==> src/verilog/hm_pkg.sv <==
`default_nettype none
package health_monitor_pkg;

  localparam logic [7:0] CFG_OFFSET     = 8'h40;
  localparam logic [7:0] STATUS1_OFFSET = 8'h41;
  localparam logic [7:0] STATUS2_OFFSET = 8'h42;

  localparam int CFG_START_BIT    = 0;
  localparam int CFG_LOCK_BIT     = 1;
  localparam int CFG_READY_BIT    = 2;
  localparam int CFG_OVERRIDE_BIT = 3;
  localparam int CFG_SMBUS_RO_BIT = 4;
  localparam int CFG_RSVD_LSB     = 5;
  localparam int CFG_RSVD_W       = 3;

  localparam logic [7:0] CFG_RESET     = 8'h00;
  localparam logic [7:0] STATUS1_RESET = 8'h00;
  localparam logic [7:0] READ_IDLE     = 8'h00;

  // event channel order equals status bit order 0..6
  localparam int NUM_EVENT_CH    = 7;
  localparam int ST1_SUMMARY_BIT = 7;
  localparam int ZONE1_CH        = 4;
  // temperature channels are two's complement
  localparam logic [6:0] SIGNED_CH = 7'h70;

  // +110 C trip point
  localparam logic signed [7:0] TRIP_TEMP_C = 8'sh6e;
  localparam logic [7:0]        DUTY_ZERO   = 8'h00;

  localparam longint CLK_PERIOD_NS     = 10;
  localparam longint POWER_WAIT_MS     = 2000;
  localparam longint POWER_WAIT_CYCLES =
    POWER_WAIT_MS * 64'd1000000 / CLK_PERIOD_NS;

  typedef enum logic [2:0]
  {
    FAN_HOLD_ZERO = 3'b001,
    FAN_MAX       = 3'b010,
    FAN_CONTROL   = 3'b100
  } fan_mode_t;

  function automatic logic out_of_range(input logic [7:0] value,
                                        input logic [7:0] low,
                                        input logic [7:0] high,
                                        input logic       is_signed);
    if (is_signed)
      out_of_range = ($signed(value) < $signed(low)) ||
                     ($signed(value) > $signed(high));
    else
      out_of_range = (value < low) || (value > high);
  endfunction : out_of_range

endpackage : health_monitor_pkg
`default_nettype wire

==> src/verilog/limit_check_if.sv <==
`timescale 1ns/1ps
`default_nettype none
interface limit_check_if;
  import health_monitor_pkg::*;
  logic                              sample_valid;
  logic [NUM_EVENT_CH-1:0][7:0]      sample;
  logic [NUM_EVENT_CH-1:0][7:0]      low_limit;
  logic [NUM_EVENT_CH-1:0][7:0]      high_limit;
  logic [NUM_EVENT_CH-1:0]           violation;
  logic                              violation_valid;

  modport monitor_side (output sample_valid, sample, low_limit, high_limit,
                        input  violation, violation_valid);
  modport limit_side   (input  sample_valid, sample, low_limit, high_limit,
                        output violation, violation_valid);
endinterface : limit_check_if
`default_nettype wire

==> src/verilog/health_monitor_start_and_status.sv <==
// Summary of operation
// RULE_01: run-control clear disables limit-based monitoring and fan control.
// RULE_02: run-control clear clears all event status bits and holds them.
// RULE_03: unlocked registers writable while idle; effect only after start.
// RULE_04: run-control bit writable at all times, lock notwithstanding; SMBus writes are dropped here while SMBus access is read-only.
// RULE_05: run-control set enables monitoring and fan control.
// RULE_06: standby power-up reset forces run-control to zero.
// RULE_07: once ready, zone 1 above +110 C raises the thermal trip.
// RULE_08: after reset fan outputs stay at zero duty until wait or start; here override forces maximum duty even then.
// RULE_09: wait elapsed before start puts fans at their maximum duty.
// RULE_10: first status register readable only from SMBus, read-only there.
// RULE_11: bit 7 follows status two; clears after status two then one read.
// RULE_12: bits 6..4 flag zones 3..1 outside their temperature limits.
// RULE_13: bits 3..0 flag 5V, 3.3V, core, 2.5V outside their limits.
// RULE_14: set event bits hold until status one is read, then re-evaluated.
// RULE_15: event bit is one while a violation is latched; resets to zero.
// RULE_16: monitoring and fan control stay off while ready is zero.
// RULE_17: lock makes listed registers read-only; only reset clears it.
// RULE_18: each measurement is compared once per monitoring cycle.
`timescale 1ns/1ps
`default_nettype none
module health_monitor_start_and_status
  import health_monitor_pkg::*;
#(
  parameter int NUM_FANS             = 3,
  parameter int POWER_ON_WAIT_CYCLES = int'(POWER_WAIT_CYCLES)
)
(
  input  wire logic                         core_clk_i,
  input  wire logic                         rst_n_i,
  input  wire logic [7:0]                   reg_addr_i,
  input  wire logic                         reg_wr_i,
  input  wire logic                         reg_rd_i,
  input  wire logic                         reg_from_smbus_i,
  input  wire logic [7:0]                   reg_wdata_i,
  output logic      [7:0]                   reg_rdata_o,
  input  wire logic                         init_done_i,
  input  wire logic                         main_power_good_i,
  input  wire logic                         sample_valid_i,
  input  wire logic [NUM_EVENT_CH-1:0][7:0] sample_i,
  input  wire logic [NUM_EVENT_CH-1:0][7:0] low_limit_i,
  input  wire logic [NUM_EVENT_CH-1:0][7:0] high_limit_i,
  input  wire logic                         status2_any_i,
  input  wire logic [NUM_FANS-1:0][7:0]     fan_ctrl_duty_i,
  input  wire logic [NUM_FANS-1:0][7:0]     fan_max_duty_i,
  output logic      [NUM_FANS-1:0][7:0]     fan_duty_output_o,
  output logic                              thermal_trip_o,
  output logic                              monitor_enable_o,
  output logic                              config_lock_o,
  output logic                              status_clear_o,
  output logic                              smbus_read_only_o
);

  localparam int WAIT_W = $clog2(POWER_ON_WAIT_CYCLES + 1);

  if (POWER_ON_WAIT_CYCLES < 1)
    $error("POWER_ON_WAIT_CYCLES must be at least one");
  if (NUM_FANS < 1 || NUM_FANS > 8)
    $error("NUM_FANS must lie in 1..8");

  logic                    cfg_start;
  logic                    cfg_lock;
  logic                    cfg_ready;
  logic                    cfg_override;
  logic                    cfg_smbus_ro;
  logic [CFG_RSVD_W-1:0]   cfg_rsvd;
  logic [7:0]              status1;
  logic [NUM_EVENT_CH-1:0] event_bits;
  logic                    summary_bit;
  logic [NUM_EVENT_CH-1:0] viol_now;
  logic [NUM_EVENT_CH-1:0] new_events;
  logic                    status2_read_seen;
  logic                    cfg_write;
  logic                    st1_read;
  logic                    st2_read;
  logic                    mon_run;
  logic                    pg_meta;
  logic                    pg_sync;
  logic [WAIT_W-1:0]       wait_count;
  logic                    wait_done;
  fan_mode_t               fan_mode;
  fan_mode_t               next_fan_mode;
  logic [7:0]              next_rdata;

  limit_check_if chk_bus ();

  limit_checker u_limit_checker
  (
    .core_clk_i (core_clk_i),
    .rst_n_i    (rst_n_i),
    .chk        (chk_bus.limit_side)
  );

  // smbus writes are dropped entirely while smbus access is read-only
  assign cfg_write = reg_wr_i && (reg_addr_i == CFG_OFFSET) &&
                     !(reg_from_smbus_i && cfg_smbus_ro);
  assign st1_read  = reg_rd_i && reg_from_smbus_i &&
                     (reg_addr_i == STATUS1_OFFSET); // RULE_10
  assign st2_read  = reg_rd_i && reg_from_smbus_i &&
                     (reg_addr_i == STATUS2_OFFSET);
  assign mon_run   = cfg_start && cfg_ready; // RULE_01 RULE_16

  assign monitor_enable_o  = mon_run; // RULE_03 RULE_05
  assign config_lock_o     = cfg_lock;
  assign status_clear_o    = !cfg_start; // RULE_02
  assign smbus_read_only_o = cfg_smbus_ro;

  // sample valid reaches the checker only while running; samples and limits always pass
  assign chk_bus.sample_valid = sample_valid_i && mon_run; // RULE_01
  assign chk_bus.sample       = sample_i;
  assign chk_bus.low_limit    = low_limit_i;
  assign chk_bus.high_limit   = high_limit_i;

  assign new_events = (chk_bus.violation_valid && mon_run) ?
                      chk_bus.violation : '0;
  assign status1    = {summary_bit, event_bits};

  // run control
  always_ff @(posedge core_clk_i or negedge rst_n_i)
  begin
    if (!rst_n_i)
      cfg_start <= CFG_RESET[CFG_START_BIT]; // RULE_06
    else if (cfg_write)
      cfg_start <= reg_wdata_i[CFG_START_BIT]; // RULE_04
  end

  // lock clears only on reset
  always_ff @(posedge core_clk_i or negedge rst_n_i)
  begin
    if (!rst_n_i)
      cfg_lock <= CFG_RESET[CFG_LOCK_BIT];
    else if (cfg_write && !cfg_lock)
      cfg_lock <= reg_wdata_i[CFG_LOCK_BIT]; // RULE_17
  end

  always_ff @(posedge core_clk_i or negedge rst_n_i)
  begin
    if (!rst_n_i)
      cfg_ready <= CFG_RESET[CFG_READY_BIT];
    else if (init_done_i)
      cfg_ready <= 1'b1; // RULE_16
  end

  always_ff @(posedge core_clk_i or negedge rst_n_i)
  begin
    if (!rst_n_i)
    begin
      cfg_override <= CFG_RESET[CFG_OVERRIDE_BIT];
      cfg_rsvd     <= CFG_RESET[CFG_RSVD_LSB +: CFG_RSVD_W];
    end
    else if (cfg_write)
    begin
      cfg_override <= reg_wdata_i[CFG_OVERRIDE_BIT];
      cfg_rsvd     <= reg_wdata_i[CFG_RSVD_LSB +: CFG_RSVD_W];
    end
  end

  // smbus read-only bit is set from the lpc side only
  always_ff @(posedge core_clk_i or negedge rst_n_i)
  begin
    if (!rst_n_i)
      cfg_smbus_ro <= CFG_RESET[CFG_SMBUS_RO_BIT];
    else if (cfg_write && !reg_from_smbus_i)
      cfg_smbus_ro <= reg_wdata_i[CFG_SMBUS_RO_BIT];
  end

  // most recent comparison, used when a read re-arms the bits
  always_ff @(posedge core_clk_i or negedge rst_n_i)
  begin
    if (!rst_n_i)
      viol_now <= '0;
    else if (!cfg_start)
      viol_now <= '0;
    else if (chk_bus.violation_valid && mon_run)
      viol_now <= chk_bus.violation;
  end

  // zone and supply events, new events win over a read
  always_ff @(posedge core_clk_i or negedge rst_n_i)
  begin
    if (!rst_n_i)
      event_bits <= STATUS1_RESET[NUM_EVENT_CH-1:0]; // RULE_15
    else if (!cfg_start)
      event_bits <= '0; // RULE_02
    else if (st1_read)
      event_bits <= viol_now | new_events; // RULE_14
    else
      event_bits <= event_bits | new_events; // RULE_12 RULE_13
  end

  always_ff @(posedge core_clk_i or negedge rst_n_i)
  begin
    if (!rst_n_i)
      status2_read_seen <= 1'b0;
    else if (!cfg_start || st1_read)
      status2_read_seen <= 1'b0;
    else if (st2_read)
      status2_read_seen <= 1'b1;
  end

  // summary of the second status register
  always_ff @(posedge core_clk_i or negedge rst_n_i)
  begin
    if (!rst_n_i)
      summary_bit <= STATUS1_RESET[ST1_SUMMARY_BIT];
    else if (!cfg_start)
      summary_bit <= 1'b0; // RULE_02
    else if (status2_any_i)
      summary_bit <= 1'b1; // RULE_11
    else if (st1_read && status2_read_seen)
      summary_bit <= 1'b0; // RULE_11
  end

  // thermal trip stays until standby reset
  always_ff @(posedge core_clk_i or negedge rst_n_i)
  begin
    if (!rst_n_i)
      thermal_trip_o <= 1'b0;
    else if (cfg_ready && sample_valid_i &&
             $signed(sample_i[ZONE1_CH]) > TRIP_TEMP_C)
      thermal_trip_o <= 1'b1; // RULE_07
  end

  always_ff @(posedge core_clk_i or negedge rst_n_i)
  begin
    if (!rst_n_i)
    begin
      pg_meta <= 1'b0;
      pg_sync <= 1'b0;
    end
    else
    begin
      pg_meta <= main_power_good_i;
      pg_sync <= pg_meta;
    end
  end

  // time since main power came on
  always_ff @(posedge core_clk_i or negedge rst_n_i)
  begin
    if (!rst_n_i)
      wait_count <= '0;
    else if (!pg_sync)
      wait_count <= '0;
    else if (!wait_done)
      wait_count <= wait_count + WAIT_W'(1);
  end

  assign wait_done = (wait_count == WAIT_W'(POWER_ON_WAIT_CYCLES));

  always_comb
  begin
    next_fan_mode = fan_mode;
    unique case (fan_mode)
      FAN_HOLD_ZERO:
        if (cfg_start)
          next_fan_mode = FAN_CONTROL;
        else if (wait_done)
          next_fan_mode = FAN_MAX; // RULE_09
      FAN_MAX:
        if (cfg_start)
          next_fan_mode = FAN_CONTROL;
      FAN_CONTROL:
        if (!cfg_start)
          next_fan_mode = FAN_MAX; // RULE_01
      default:
        next_fan_mode = FAN_HOLD_ZERO;
    endcase
  end

  always_ff @(posedge core_clk_i or negedge rst_n_i)
  begin
    if (!rst_n_i)
      fan_mode <= FAN_HOLD_ZERO; // RULE_08
    else
      fan_mode <= next_fan_mode;
  end

  // override forces maximum duty in every mode
  always_ff @(posedge core_clk_i or negedge rst_n_i)
  begin
    if (!rst_n_i)
      fan_duty_output_o <= '0;
    else
      for (int f = 0; f < NUM_FANS; f++)
        if (cfg_override)
          fan_duty_output_o[f] <= fan_max_duty_i[f];
        else if (fan_mode == FAN_HOLD_ZERO)
          fan_duty_output_o[f] <= DUTY_ZERO; // RULE_08
        else if (fan_mode == FAN_CONTROL && cfg_ready)
          fan_duty_output_o[f] <= fan_ctrl_duty_i[f]; // RULE_05
        else
          fan_duty_output_o[f] <= fan_max_duty_i[f]; // RULE_09 RULE_16
  end

  always_comb
  begin
    next_rdata = READ_IDLE;
    if (reg_addr_i == CFG_OFFSET)
      next_rdata = {cfg_rsvd, cfg_smbus_ro, cfg_override, cfg_ready, cfg_lock,
                    cfg_start};
    else if (reg_addr_i == STATUS1_OFFSET && reg_from_smbus_i)
      next_rdata = status1; // RULE_10
  end

  always_ff @(posedge core_clk_i or negedge rst_n_i)
  begin
    if (!rst_n_i)
      reg_rdata_o <= READ_IDLE;
    else if (reg_rd_i)
      reg_rdata_o <= next_rdata;
  end
endmodule : health_monitor_start_and_status
`default_nettype wire

==> src/verilog/limit_checker.sv <==
`timescale 1ns/1ps
`default_nettype none
module limit_checker
  import health_monitor_pkg::*;
(
  input  wire logic          core_clk_i,
  input  wire logic          rst_n_i,
  limit_check_if.limit_side  chk
);

  // one comparison per monitoring cycle
  always_ff @(posedge core_clk_i or negedge rst_n_i)
  begin
    if (!rst_n_i)
      chk.violation <= '0;
    else if (chk.sample_valid)
      for (int i = 0; i < NUM_EVENT_CH; i++)
        chk.violation[i] <= out_of_range(chk.sample[i], chk.low_limit[i],
                                         chk.high_limit[i],
                                         SIGNED_CH[i]); // RULE_18
  end

  always_ff @(posedge core_clk_i or negedge rst_n_i)
  begin
    if (!rst_n_i)
      chk.violation_valid <= 1'b0;
    else
      chk.violation_valid <= chk.sample_valid;
  end

endmodule : limit_checker
`default_nettype wire
==> config.mk <==
export PLATFORM = sky130hd
export DESIGN_NAME = health_monitor_start_and_status
export DESIGN_NICKNAME = d
export VERILOG_FILES = /design/src/verilog/hm_pkg.sv /design/src/verilog/limit_check_if.sv /design/src/verilog/health_monitor_start_and_status.sv /design/src/verilog/limit_checker.sv
export SDC_FILE = /design/constraint.sdc
export NUM_CORES = 1
export LEC_CHECK = 0
export ABC_AREA = 1
export BUFFER_PORTS_ARGS = -buffer_cell sky130_fd_sc_hd__buf_2
export CAP_MARGIN = 20
export CORE_UTILIZATION = 50
export CTS_CLUSTER_DIAMETER = 50
export DETAILED_ROUTE_END_ITERATION = 16
export PLACE_DENSITY = 0.81
export SETUP_SLACK_MARGIN = 0.4
export SLEW_MARGIN = 40
export SYNTH_ARGS = -nofsm -noshare
export SYNTH_HDL_FRONTEND = slang
export SYNTH_SLANG_ARGS = --single-unit
==> constraint.sdc <==
create_clock -name core_clk_i -period 1.9 [get_ports core_clk_i]
set_clock_uncertainty 0.2 [all_clocks]
set_input_delay 0.095 -clock core_clk_i [delete_from_list [all_inputs] [get_ports core_clk_i]]
set_output_delay 0.095 -clock core_clk_i [all_outputs]
set_load 0.02 [all_outputs]
# Word level (Yosys, flattened, before mapping)
# Cells that the tools add are included.
# word_totals
reg_bits,98
latchBits,0
ramBits,0
romBits,0
inputBits,241
wordCells,110
mem_count,0
# classes
add_sub_neg,1
n_mul,0
n_div,0
n_lt_le_gt_ge,15
n_eq_ne,13
shift,0
muxes,28
bitwise_logic,2
n_reduce_logical,30
# op_table
operator,n
8-bit two-way mux,11
8-bit greater-than comparator,7
8-bit less-than comparator,7
28-bit two-way mux,2
7-bit two-way mux,5
28-bit by 1-bit adder with 28-bit output (second input constant),1
28-bit equality test (second input constant),1
8-bit by 7-bit equality test with 1-bit output (second input constant),3
1-bit logical AND,16
7-bit bitwise OR,2
3-bit two-way mux,4
3-bit case mux with 3 select lines,1
8-bit greater-than comparator (second input constant),1
1-bit logical OR,8
2-bit != test (second input constant),3
1-bit two-way mux,5
1-bit logical NOT,4
3-bit by 1-bit equality test with 1-bit output (second input constant),1
3-bit by 2-bit equality test with 1-bit output (second input constant),1
3-bit equality test (second input constant),1
3-bit by 2-bit != test with 1-bit output (second input constant),1
3-bit != test (second input constant),1
3-bit AND reduction,1
2-bit by 1-bit != test with 1-bit output (second input constant),1
2-bit nonzero test,1

# Longest topological paths before layout
# depth
ltp_word,6
mapped_depth,14

# Hierarchy
# From an unflattened synthesis, not the netlist that was laid out.
# unflattened
hier_cells,1082
hier_area_um2,7542.2
# modules_own_cells
module,instances,cells_each,area_per_inst_um2
health_monitor_start_and_status,1,587,4431.8
limit_checker,1,495,3110.5

# Worst setup path after synthesis
# Ideal clock, no wire load.
# synth_timing
path_kind,reg2reg
start,reg wait_count[0]
end,reg wait_count[16]
setup_time_ps,121
arrival_ps,1336
setup_slack_ps,243
path_stages_with_launch,9
path_buffers,0
synth_period_minus_slack_ps,1657
path_cell_list,dfrtp_1 > ha_1 > nand3_2 > nor2_2 > nand3_2 > nor2_4 > nand2_1 > o21ai_0 > nor2_1
# synth_via
elab_chain_len,3
elab_cells_between_ends,5
cone_classes,add/sub: 1; eq/ne: 2; mux: 2
# synth_lines
element,line_no,rtl
start: declaration,health_monitor_start_and_status.sv:79,logic [WAIT_W-1:0] wait_count;
start signal: assignment,health_monitor_start_and_status.sv:246,wait_count <= wait_count + WAIT_W'(1);
28-bit by 1-bit adder with 28-bit output,health_monitor_start_and_status.sv:246,
28-bit two-way mux,health_monitor_start_and_status.sv:245,else if (!wait_done)
28-bit two-way mux,health_monitor_start_and_status.sv:243,else if (!pg_sync)
# Several ways; a longest one is shown, not always the timed one. The select of a mux whose other input is x is not followed.
# A chain may end at the register's enable or synchronous reset.

# Worst setup path in the final report
# layout_timing
start,reg fan_mode[2]
end,reg fan_duty_output_o[9] in the netlist's numbering
# layout_via
elab_chain_len,5
elab_cells_between_ends,6
cone_classes,eq/ne: 2; mux: 3; reduce/logical: 1
# layout_lines
element,line_no,rtl
start: declaration,health_monitor_start_and_status.sv:81,fan_mode_t fan_mode;
start signal: assignment,health_monitor_start_and_status.sv:276,fan_mode <= next_fan_mode;
3-bit equality test,health_monitor_start_and_status.sv:290,else if (fan_mode == FAN_CONTROL && cfg_ready)
1-bit logical AND,health_monitor_start_and_status.sv:290,
8-bit two-way mux,health_monitor_start_and_status.sv:290,
8-bit two-way mux (*),health_monitor_start_and_status.sv:288,else if (fan_mode == FAN_HOLD_ZERO)
8-bit two-way mux (*),health_monitor_start_and_status.sv:286,if (cfg_override)
end signal: indexed assignment,health_monitor_start_and_status.sv:287,fan_duty_output_o[f] <= fan_max_duty_i[f];
end signal: indexed assignment,health_monitor_start_and_status.sv:291,fan_duty_output_o[f] <= fan_ctrl_duty_i[f];
end signal: indexed assignment,health_monitor_start_and_status.sv:293,fan_duty_output_o[f] <= fan_max_duty_i[f];
end: declaration,health_monitor_start_and_status.sv:46,"output logic [NUM_FANS-1:0][7:0] fan_duty_output_o,"
# Every way passes the cells marked *; elsewhere a longest branch is shown, timed or not.

==> flow_summary.ini <==
[hold_path]
hold_class = input port to flip-flop
hold_path_depth = 5

[worst_setup_path]
cp.required_ps = 1960
critPathKind = flip-flop to flip-flop
slowest_delay_ps = 490
arrival_ps = 2080
path_cells = inv_2 > nor3_4 > nand3_4 > buf_6 > buf_16 > nor2_4 > nor2_2
start_kind = flip-flop
endpoint_kind = flip-flop
worstPathMaxFanout = 8
critical_path.slowest_cell = dfrtp_1
reg2reg_depth = 7

[routing]
dr.pass1.iters = 9
dr.max_layer_used = met5
wl_mm = 28.2
drt-met1-wl_mm = 9.39
detail_route.vias_per_cell = 5.57
dr_total_vias = 8991
drtAntennaViolNets = 0
drc_errors = 0
wl_met2_mm = 13.9
wl_met3_mm = 2.43
drtIter0Drc = 994
wire_per_inst_um = 17.5

[logic_synthesis]
synth_warnings = 0
synth_area_um2 = 7400
yosys.area.top_type = dfrtp_1
synthFlopType = dfrtp_1
synth_area_leaders = dfrtp_1 33%, ha_1 18%, nand2_1 11%
synthCells = 1014
synth.distinct_cells = 41
yosysSeqAreaShare = 0.332
avgSynthCellArea_um2 = 7.30
synth_edf_count = 0
synth.top_cell.area_share = 0.328
async_flop_share = 1.00
ys_seq_elements = 98
syn_nets = 1362

[die]
ios = 278
rows = 44
core_area_um2 = 14500
die_h_um = 124
die_area_um2 = 15300
die_w_um = 124
start_util = 0.511

[cells_and_area]
n_antenna_cell = 0
area_growth_pct = 49.8
finalInstanceArea_um2 = 11100
nets = 1773
fillCellCount = 937
drive_gt1_frac = 0.345
stdcell_count = 1614
final_common_cell = buf_2
final_cell_mix = 275 x buf_2, 201 x nand2_1, 192 x inv_1

[global_routing]
grt_usage = 0.326
antenna_found_initial = 1
grt_pass1_vias = 8607
grt_max_degree = 44
grt-ovfl-total = 0
grt_pass1_wl_mm = 38.8

[flow_run]
max-cap-violations = 0

[clock_network]
numClockSinks = 98
htreeDepth = 3
ctsLongestPathBuffers = 2
cts_tree = yes
cts.clk_slew.worst_paths_ps = 80
numCtsBuffers = 9
root_buffer = clkbuf_16
clock_latency_ps = 370

[place]
dp_cells = 1473
gp_congestion = 0.872
portBuffers = 276
post-dp-hpwl_mm = 15.1
placed_area_um2 = 9110

[timing]
rsz0062_at_grt = true
relSlewSlack = 0.606
fin_crit_ps = 2020
fin_ws_ps = -124
hold_violations = 2
hold_slack_ps = -23.8
max_freq_mhz = 494
fin_setup_tns_ps = -1680
period_share = 1.07
finalSetupViolCount = 23
maxSlewViolCount = 0
tightest_slew_ps = 586

[pwr]
p_per_area_nw_per_um2 = 580
finalPower_mw = 6.43
vdd_drop_max_v = 0.000518
leakage_nw = 6.24

[outcome]
violations = negative hold slack, negative setup slack
outcome = finished, violations left
[report_power, final]
part           switching (mW)  internal (mW)
Sequential              0.143           2.25
Combinational            1.08          0.883
Clock                   0.872           1.19
[kinds of logic (layout without fill, tap and decap cells)]
family                   after synthesis  in the layout  share of synthesized area
buffers and inverters                224            640                      0.114
flip-flops                            98             98                      0.332
AND/OR/NAND/NOR                      430            430                      0.257
adder cells (fa/ha/maj)              107            107                      0.181
XOR/XNOR                               3              3                    0.00355
AO/OA/AOI/OAI                        152            152                      0.113
[metrics by stage]
step,setup slack [ps],utilization
2_1_floorplan,258,-
3_3_place_gp,153,0.629
3_5_place_dp,108,0.629
4_1_cts,157,0.732
5_1_grt,-238,0.765
6_report,-124,0.765
[critical path, delay by kind of cell (launching register included)]
family	cells	cell delay, ps
simple gates	4	750
buf+inv	3	470
flops	1	490
[path summary, 6_finish.rpt]
path                       slack (ps)               startpoint                              to
min in group asynchronous          40                  rst_n_i         fan_mode[1]$_DFFE_PN0P_
min                               -20                 reg_rd_i   status2_read_seen$_DFFE_PN0P_
min reg2reg                       200        pg_meta$_DFF_PN0_               pg_sync$_DFF_PN0_
max reg2reg                      -120  fan_mode[2]$_DFFE_PN0P_  fan_duty_output_o[9]$_DFF_PN0_
max                              -120  fan_mode[2]$_DFFE_PN0P_  fan_duty_output_o[9]$_DFF_PN0_
max in group asynchronous         840                  rst_n_i       wait_count[1]$_DFFE_PN0P_
[synthesized netlist by cell type, drive strengths merged, types with 2 or more instances]
master and instances:
nor4 3, o21bai 2, clkbuf 8, nor3 13, nor3b 3, nand3 45, inv 208, o221ai 8
a21oi 53, dfrtp 97, clkinv 3, o21a 8, nor2 121, or2 3, nand2 221, ha 107
o21ai 72, a31oi 3, buf 5, a211oi 4, xor2 3, nand4 19
[sequential cells by signal, indices dropped and copies added (netlist names)]
signal	flops
thermal_trip_o	1
cfg_override	1
fan_duty_output_o	24
fan_mode	3
status2_read_seen	1
cfg_start	1
config_lock_o	1
pg_meta	1
cfg_ready	1
event_bits	7
pg_sync	1
viol_now	7
cfg_rsvd	3
reg_rdata_o	8
u_limit_checker.chk.violation	7
summary_bit	1
smbus_read_only_o	1
u_limit_checker.chk.violation_valid	1
wait_count	28
[repair_timing]
action,CTS,global route
buffers inserted,23,26
gates cloned,6,0
hold buffers,70,0
hold endpoints to repair,138,0
setup endpoints to repair,57,75
resized for setup,71,91
pin swaps,16,24
[routing by layer]
metal  global-route usage  vias to the layer above
li1                     -                     4059
met4                0.191                        2
met2                0.571                      636
met1                0.346                     4033
met3               0.0966                      261
met5                    0                        -
[cell type report]
cell class | instances | area [um2] | area share
Clock inverter | 6 | 87.6 | 0.00790
Timing Repair Buffer | 409 | 2660 | 0.240
Clock buffer | 10 | 239 | 0.0216
Multi-Input combinational cell | 692 | 4560 | 0.412
Tap cell | 184 | 230 | 0.0208
Timing Repair inverter | 4 | 30.0 | 0.00271
Inverter | 211 | 810 | 0.0730
Sequential cell | 98 | 2470 | 0.223
(Power assumes the default switching activity.)
